$ cat config.mk
export PLATFORM = sky130hd
export DESIGN_NAME = jesd_link_sync_input_control
export DESIGN_NICKNAME = d
export VERILOG_FILES = /design/src/design/link_sync_pkg.sv /design/src/design/sync_2ff.sv /design/src/design/jesd_link_sync_input_control.sv
export SDC_FILE = /design/constraint.sdc
export NUM_CORES = 1
export LEC_CHECK = 0
export ABC_AREA = 1
export BUFFER_PORTS_ARGS = -buffer_cell sky130_fd_sc_hd__clkbuf_2
export CORE_UTILIZATION = 25
export CTS_CLUSTER_SIZE = 40
export DETAILED_ROUTE_END_ITERATION = 8
export PLACE_DENSITY = 0.53
export SETUP_SLACK_MARGIN = 0.4
export SYNTH_ARGS = -nofsm -noshare
export SYNTH_HDL_FRONTEND = slang
export SYNTH_HIERARCHICAL = 1
export SYNTH_SLANG_ARGS = --single-unit
$ cat constraint.sdc
create_clock -name i_mclk -period 4.2 [get_ports i_mclk]
set_input_delay 0.21 -clock i_mclk [delete_from_list [all_inputs] [get_ports i_mclk]]
set_output_delay 0.21 -clock i_mclk [all_outputs]
set_load 0.02 [all_outputs]
$ cat src/design/link_sync_pkg.sv
// package of constants and types for the link sync input control block
package link_sync_pkg;
    // ------------------------------------------------------------------
    // configuration encodings
    // ------------------------------------------------------------------
    localparam logic [1:0] SYNC_SEL_SINGLE_ENDED = 2'h0; // single-ended pin
    localparam logic [1:0] SYNC_SEL_DIFFERENTIAL = 2'h1; // differential pin
    localparam logic [1:0] SYNC_SEL_TIMESTAMP    = 2'h2; // timestamp pair
    localparam logic       ENC_8B10B             = 1'h0; // 8b/10b encoding
    localparam logic       ENC_64B66B            = 1'h1; // 64b/66b encoding

    // ------------------------------------------------------------------
    // timing counts
    // ------------------------------------------------------------------
    localparam int unsigned CLK_PERIOD_NS     = 50;  // i_mclk period
    localparam int unsigned ILAS_TIME_NS      = 800; // ilas duration
    localparam int unsigned ILAS_CYCLES       =
        (ILAS_TIME_NS + CLK_PERIOD_NS - 1) / CLK_PERIOD_NS;
    localparam logic [7:0]  CNT_RESET         = 8'h00; // counter reset

    // ------------------------------------------------------------------
    // types
    // ------------------------------------------------------------------
    typedef enum logic [1:0] {
        ST_IDLE = 2'b00,
        ST_CGS  = 2'b01,
        ST_ILAS = 2'b10,
        ST_DATA = 2'b11
    } link_state_t;

    typedef struct packed {
        logic [1:0] sync_sel;   // sync source select
        logic       encoding;   // 0: 8b/10b, 1: 64b/66b
        logic       sysref_en;  // sysref receiver power enable
        logic       timestamp_input_pair_en;   // timestamp receiver enable
    } link_cfg_t;

    typedef struct packed {
        logic cgs;   // sending code groups
        logic ilas;  // sending alignment sequence
        logic data;  // sending user data
    } link_phase_t;
endpackage : link_sync_pkg

$ cat src/design/sync_2ff.sv
// two flip-flop synchroniser for asynchronous pin inputs
`timescale 1ns/1ns
`default_nettype none
module sync_2ff #(
    parameter logic RESET_VAL = 1'b0     // value held during reset
) (
    input  wire logic i_mclk,            // module clock
    input  wire logic i_rst_n,           // async reset, active low
    input  wire logic i_async,           // asynchronous input
    output var  logic o_sync             // synchronised output
);
    logic meta_reg;

    // first stage feeds only the second stage
    always_ff @(posedge i_mclk or negedge i_rst_n) begin
        if (!i_rst_n) begin
            meta_reg <= RESET_VAL;
            o_sync   <= RESET_VAL;
        end else begin
            meta_reg <= i_async;
            o_sync   <= meta_reg;
        end
    end
endmodule : sync_2ff
`default_nettype wire

$ cat src/design/jesd_link_sync_input_control.sv
// link start-up control driven by the sync request and sysref pins
`timescale 1ns/1ns
`default_nettype none
module jesd_link_sync_input_control #(
    parameter int unsigned ILAS_LEN = link_sync_pkg::ILAS_CYCLES // ilas len
) (
    input  wire logic                      i_mclk,   // 20 MHz clock
    input  wire logic                      i_rst_n,  // async reset low
    input  wire logic                      i_single_ended_sync_pin_n, // pin
    input  wire logic                      i_differential_sync_pin_n, // pin
    input  wire logic                      i_timestamp_sync_n, // pair level
    input  wire logic                      i_sysref,  // sysref level
    input  wire link_sync_pkg::link_cfg_t  i_cfg,     // configuration
    output var  link_sync_pkg::link_phase_t o_phase,  // link phase
    output var  logic                      o_sysref_rx_pwr_on, // rx power
    output var  logic                      o_timestamp_input_pair_rx_pwr_on,  // rx power
    output var  logic                      o_sysref_aligned,   // lmfc set
    output var  logic                      o_sync_req_active   // req seen
);
    // ------------------------------------------------------------------
    // pin synchronisers
    // ------------------------------------------------------------------
    logic se_sync;
    logic diff_sync;
    logic ts_sync;
    logic sysref_sync;

    sync_2ff #(.RESET_VAL(1'b1)) u_se (
        .i_mclk  (i_mclk),
        .i_rst_n (i_rst_n),
        .i_async (i_single_ended_sync_pin_n),
        .o_sync  (se_sync)
    );
    sync_2ff #(.RESET_VAL(1'b1)) u_diff (
        .i_mclk  (i_mclk),
        .i_rst_n (i_rst_n),
        .i_async (i_differential_sync_pin_n),
        .o_sync  (diff_sync)
    );
    sync_2ff #(.RESET_VAL(1'b1)) u_ts (
        .i_mclk  (i_mclk),
        .i_rst_n (i_rst_n),
        .i_async (i_timestamp_sync_n),
        .o_sync  (ts_sync)
    );
    sync_2ff #(.RESET_VAL(1'b0)) u_sysref (
        .i_mclk  (i_mclk),
        .i_rst_n (i_rst_n),
        .i_async (i_sysref),
        .o_sync  (sysref_sync)
    );

    // ------------------------------------------------------------------
    // receiver power and gated inputs
    // ------------------------------------------------------------------
    // receivers are powered only while enabled; a dead receiver reads idle
    assign o_sysref_rx_pwr_on = i_cfg.sysref_en;
    assign o_timestamp_input_pair_rx_pwr_on  = i_cfg.timestamp_input_pair_en;

    logic sysref_live;
    logic ts_live_n;
    assign sysref_live = sysref_sync & i_cfg.sysref_en;
    assign ts_live_n   = ts_sync | ~i_cfg.timestamp_input_pair_en;

    // ------------------------------------------------------------------
    // request source selection
    // ------------------------------------------------------------------
    // the active-low request is taken from the selected source only in
    // 8b/10b; in 64b/66b it is forced inactive so the link never waits
    logic req_n;
    always_comb begin
        req_n = 1'b1;
        if (i_cfg.encoding == link_sync_pkg::ENC_8B10B) begin
            case (i_cfg.sync_sel)
                link_sync_pkg::SYNC_SEL_SINGLE_ENDED:
                    req_n = se_sync;
                link_sync_pkg::SYNC_SEL_DIFFERENTIAL:
                    req_n = diff_sync;
                link_sync_pkg::SYNC_SEL_TIMESTAMP:
                    req_n = ts_live_n;
                default:
                    req_n = 1'b1;
            endcase
        end
    end

    logic req;
    assign req = ~req_n;

    // ------------------------------------------------------------------
    // sysref edge detect
    // ------------------------------------------------------------------
    logic sysref_d_reg;
    logic sysref_edge;
    always_ff @(posedge i_mclk or negedge i_rst_n) begin
        if (!i_rst_n) begin
            sysref_d_reg <= 1'b0;
        end else begin
            sysref_d_reg <= sysref_live;
        end
    end
    assign sysref_edge = sysref_live & ~sysref_d_reg;

    // sticky flag: a sysref edge has aligned the multiframe clock
    always_ff @(posedge i_mclk or negedge i_rst_n) begin
        if (!i_rst_n) begin
            o_sysref_aligned <= 1'b0;
        end else if (!i_cfg.sysref_en) begin
            o_sysref_aligned <= 1'b0;
        end else if (sysref_edge) begin
            o_sysref_aligned <= 1'b1;
        end
    end

    // ------------------------------------------------------------------
    // link state machine
    // ------------------------------------------------------------------
    link_sync_pkg::link_state_t state_reg;
    link_sync_pkg::link_state_t state_next;
    logic [7:0]                 ilas_cnt_reg;
    logic                       ilas_done;

    assign ilas_done = (ilas_cnt_reg == 8'(ILAS_LEN - 1));

    // ilas waits for a sysref-aligned multiframe before starting when
    // sysref is in use; without sysref it starts on release directly
    logic lmfc_ok;
    assign lmfc_ok = ~i_cfg.sysref_en | o_sysref_aligned;

    // remembers that data was entered straight from idle in 64b/66b, so a
    // later switch to 8b/10b can drop back to waiting for a request
    logic fast_data_reg;
    always_ff @(posedge i_mclk or negedge i_rst_n) begin
        if (!i_rst_n) begin
            fast_data_reg <= 1'b0;
        end else if (state_reg == link_sync_pkg::ST_IDLE) begin
            fast_data_reg <= (i_cfg.encoding == link_sync_pkg::ENC_64B66B);
        end else if (state_next != link_sync_pkg::ST_DATA) begin
            fast_data_reg <= 1'b0;
        end
    end

    always_comb begin
        state_next = state_reg;
        case (state_reg)
            link_sync_pkg::ST_IDLE: begin
                if (i_cfg.encoding == link_sync_pkg::ENC_64B66B) begin
                    state_next = link_sync_pkg::ST_DATA;
                end else if (req) begin
                    state_next = link_sync_pkg::ST_CGS;
                end
            end
            link_sync_pkg::ST_CGS: begin
                if (!req && lmfc_ok) begin
                    state_next = link_sync_pkg::ST_ILAS;
                end
            end
            link_sync_pkg::ST_ILAS: begin
                if (req) begin
                    state_next = link_sync_pkg::ST_CGS;
                end else if (ilas_done) begin
                    state_next = link_sync_pkg::ST_DATA;
                end
            end
            link_sync_pkg::ST_DATA: begin
                if (req) begin
                    state_next = link_sync_pkg::ST_CGS;
                end
            end
            default: state_next = link_sync_pkg::ST_IDLE;
        endcase
        // leaving 64b/66b falls back to waiting for a request
        if (i_cfg.encoding == link_sync_pkg::ENC_8B10B &&
            state_reg == link_sync_pkg::ST_DATA &&
            !req && state_next == link_sync_pkg::ST_DATA &&
            fast_data_reg) begin
            state_next = link_sync_pkg::ST_IDLE;
        end
    end

    // state register
    always_ff @(posedge i_mclk or negedge i_rst_n) begin
        if (!i_rst_n) begin
            state_reg <= link_sync_pkg::ST_IDLE;
        end else begin
            state_reg <= state_next;
        end
    end

    // ilas length counter, cleared outside the ilas phase
    always_ff @(posedge i_mclk or negedge i_rst_n) begin
        if (!i_rst_n) begin
            ilas_cnt_reg <= link_sync_pkg::CNT_RESET;
        end else if (state_reg == link_sync_pkg::ST_ILAS && !ilas_done) begin
            ilas_cnt_reg <= ilas_cnt_reg + 8'h01;
        end else begin
            ilas_cnt_reg <= link_sync_pkg::CNT_RESET;
        end
    end

    // ------------------------------------------------------------------
    // registered outputs
    // ------------------------------------------------------------------
    always_ff @(posedge i_mclk or negedge i_rst_n) begin
        if (!i_rst_n) begin
            o_phase           <= '0;
            o_sync_req_active <= 1'b0;
        end else begin
            o_phase.cgs  <= (state_next == link_sync_pkg::ST_CGS);
            o_phase.ilas <= (state_next == link_sync_pkg::ST_ILAS);
            o_phase.data <= (state_next == link_sync_pkg::ST_DATA);
            o_sync_req_active <= req;
        end
    end
endmodule : jesd_link_sync_input_control
`default_nettype wire

==> metrics.txt <==
# diodes=0; worst skew pair latency=270 ps; P_leak=0.647 nW; DR WL/cell=9.99 um; syn_nets=114; RePlAce Congestion=roughly 0.84; area of the die=4460 um2; CTS tree=built; I/O Buffers=17; initial antenna violation count=0; Yosys warnings=6; Post-Synthesis Cells=102; R2R cell count=9; Min-Delay Path Depth=1; Clock Root Buffer=clkbuf_8; IO Pins=18; switching part of the total=32.5%; GR Overflow Total=0; top-area cell type share of the netlist area=45.3%; Worst R2R Setup Slack=2640 ps; Final Cycle Share=37.2%; slew margin rel.=60.3%; sequential share of power=49.9%; DRT antenna net count=0; Die Ht=66.8 um; NetSw=0.193 mW; Initial Utilization=around a quarter; cell taking the most area after synthesis=dfrtp_1; status=completed; worst-case vdd ir drop=171 uV; first-pass GRT wire length=2980 um; Pwr per Cell Area=around 470 nW/um2; via count=737; DRT Pass-1 Iters=4; drc violations=0; Crit-path slowest cell=dfrtp_1; CORE AREA=4030 um2; largest net degree at the start of global routing=26; Avg Cell Area, Syn=approximately 10 um2; CP Cell Sequence=ha_1 > nand3_2 > o21ai_4 > nand2_2 > nand2_2 > nand3_4 > nor2_4 > nand3_2 > nand2_1; Global Route Usage Sum=under 10%; worst r2r dst=fast_data_reg; Horiz. Die Dim=66.8 um; Critical path origin=ilas_cnt_reg[0]; crit-path max FO=9; clock network fraction of design power=24.3%; Internal Dissipation=0.401 mW; utilization after layout=31.6%; Layout area overhead=21.1%; Synth area leaders=dfrtp_1 (45%), dfstp_2 (15%), nand2_1 (5.4%); worst r2r src=ilas_cnt_reg[0]; clock buffer count from CTS=3; H-tree depth=1; Crit Path Category=register to register; Filler Cells Inserted=420; Most Used Layer, Global Route=met2; hold crit path type=input port to register; Hold Startpoint=i_sysref; worst-margin pin slew=595 ps; fin nets=around 140; fin crit period=1560 ps; met2 Use GR=15.3%; # setup viols final=0; mean number of vias per cell=4.21; total wire length=1750 um; final hold violations=0; met3 Use GR=4.11%; CTS sink cnt=25; CTS clock-pin slew for the worst setup and hold paths=90 ps; fmax=roughly 640 MHz; unique cell type count in the Yosys netlist=23; hold path endpoint=u_sysref/meta_reg; RSZ-0062 raised after global routing=false; Clock Skews=8.92 ps; slowest cell delay on critical path=370 ps; max FFs per register=8; CP Launch Type=register; 1st-iter DRT viols=30; Logic pwr share=25.8%; MaxCap Viol Count=0; row count=23; CTS max path bufs=2; CP endpoint kind=register; Crit path required time=4420 ps; vias in the first global route=692; final slew viol count=0; post-CTS resize count=0; register bit count reported by yosys=25; Post-DP HPWL=about 1300 um; share of layout cells above drive strength 1=28.8%; met1 usage in global routing=roughly a tenth; Seq/Total Area, Yosys=approximately three fifths; TNS Setup=0 ps; CP arrival=between 1500 and 2000 ps; Syn Std Cell Area=1050 um2
==> worst max-delay path, delay by kind of cell (launching register included) <==
kind | cells | cell delay [ps]
AO/OA/AOI/OAI | 1 | 300
flip-flops | 1 | 370
AND/OR/NAND/NOR | 7 | 630
adder cells (fa/ha/maj) | 1 | 210
==> metal layers <==
metal	wire, um	vias to the layer above	part of all wire, %
met3	99	2	5.7
met5	0	-	0
li1	-	369	-
met2	871	17	50
met1	764	349	44
met4	12	0	0.69
==> power groups by stage <==
stage / combinational, mW / clock, mW / sequential, mW
final: 0.153 / 0.144 / 0.296
after global routing: 0.175 / 0.161 / 0.302
after global placement: 0.150 / 0 / 0.301
after detailed placement: 0.154 / 0 / 0.301
after CTS: 0.156 / 0.152 / 0.296
after floorplan: 0.0970 / 0 / 0.315
==> area by class of cell <==
class	instances	area, um2	share of cell area (%)
clock buffers	3	41.3	3.25
clock inverters	1	7.51	0.591
inverters	13	48.8	3.84
multi-input cells	62	353	27.8
flip-flops and latches	25	633	49.8
well taps	50	62.6	4.92
repair buffers	21	125	9.84
==> cell families (layout without fill, tap and decap cells) <==
group / Yosys count / count (layout) / synth area share (%)
simple gates: 50 / 50 / 24.9
flops: 25 / 25 / 60.3
buf+inv: 15 / 38 / 6.08
compound gates: 10 / 10 / 6.67
fa+ha+maj: 1 / 1 / 1.19
xor+xnor: 1 / 1 / 0.834
==> placed cells by master, fill, tap and decap left out <==
master and n:
o21ai_0 2, nand3_1 7, nand3_4 1, nor2_1 13, a31oi_1 2, clkbuf_8 3
nor3_1 3, dfstp_2 6, a21oi_1 3, nor3b_1 1, ha_1 1, clkinvlp_4 1
clkbuf_2 17, nand2_1 15, nor2_4 1, dlygate4sd3_1 4, nand3_2 2, and3_1 3
o21a_1 1, o2bb2ai_1 1, o21ai_4 1, inv_1 13, nand2_2 3, xnor2_1 1
dfrtp_1 19, nor3b_2 1
==> worst max path at each step <==
stage and endpoint:
3_5_place_dp fast_data_reg, 4_1_cts fast_data_reg, 5_1_grt fast_data_reg, 6_report fast_data_reg, 2_1_floorplan fast_data_reg, 3_3_place_gp fast_data_reg
==> synth_stat cells <==
library cell   n
a21oi_1        3
a31oi_1        2
and3_1         3
buf_4          2
dfrtp_1       19
dfstp_2        6
ha_1           1
inv_1         13
nand2_1       15
nand2_2        3
nand3_1        7
nand3_2        2
nand3_4        1
nor2_1        13
nor2_4         1
nor3_1         3
nor3b_1        1
nor3b_2        1
o21a_1         1
o21ai_0        2
o21ai_4        1
o2bb2ai_1      1
xnor2_1        1
==> stage by stage <==
step	hold slack, ps	std cells	setup WS (ps)	total power, mW	cell area (um2)
global placement	247	167	2710	0.451	1180
global route	38.5	175	2490	0.638	1270
floorplan	-85.6	102	2790	0.412	1050
CTS	2.22	174	2620	0.605	1260
finish	45.1	175	2640	0.594	1270
detailed placement	254	167	2630	0.455	1180
==> repair_timing <==
item                      CTS  global route
hold buffers                3             1
buffers inserted            0             0
hold endpoints to repair   21             1
(Power assumes the default switching activity.)
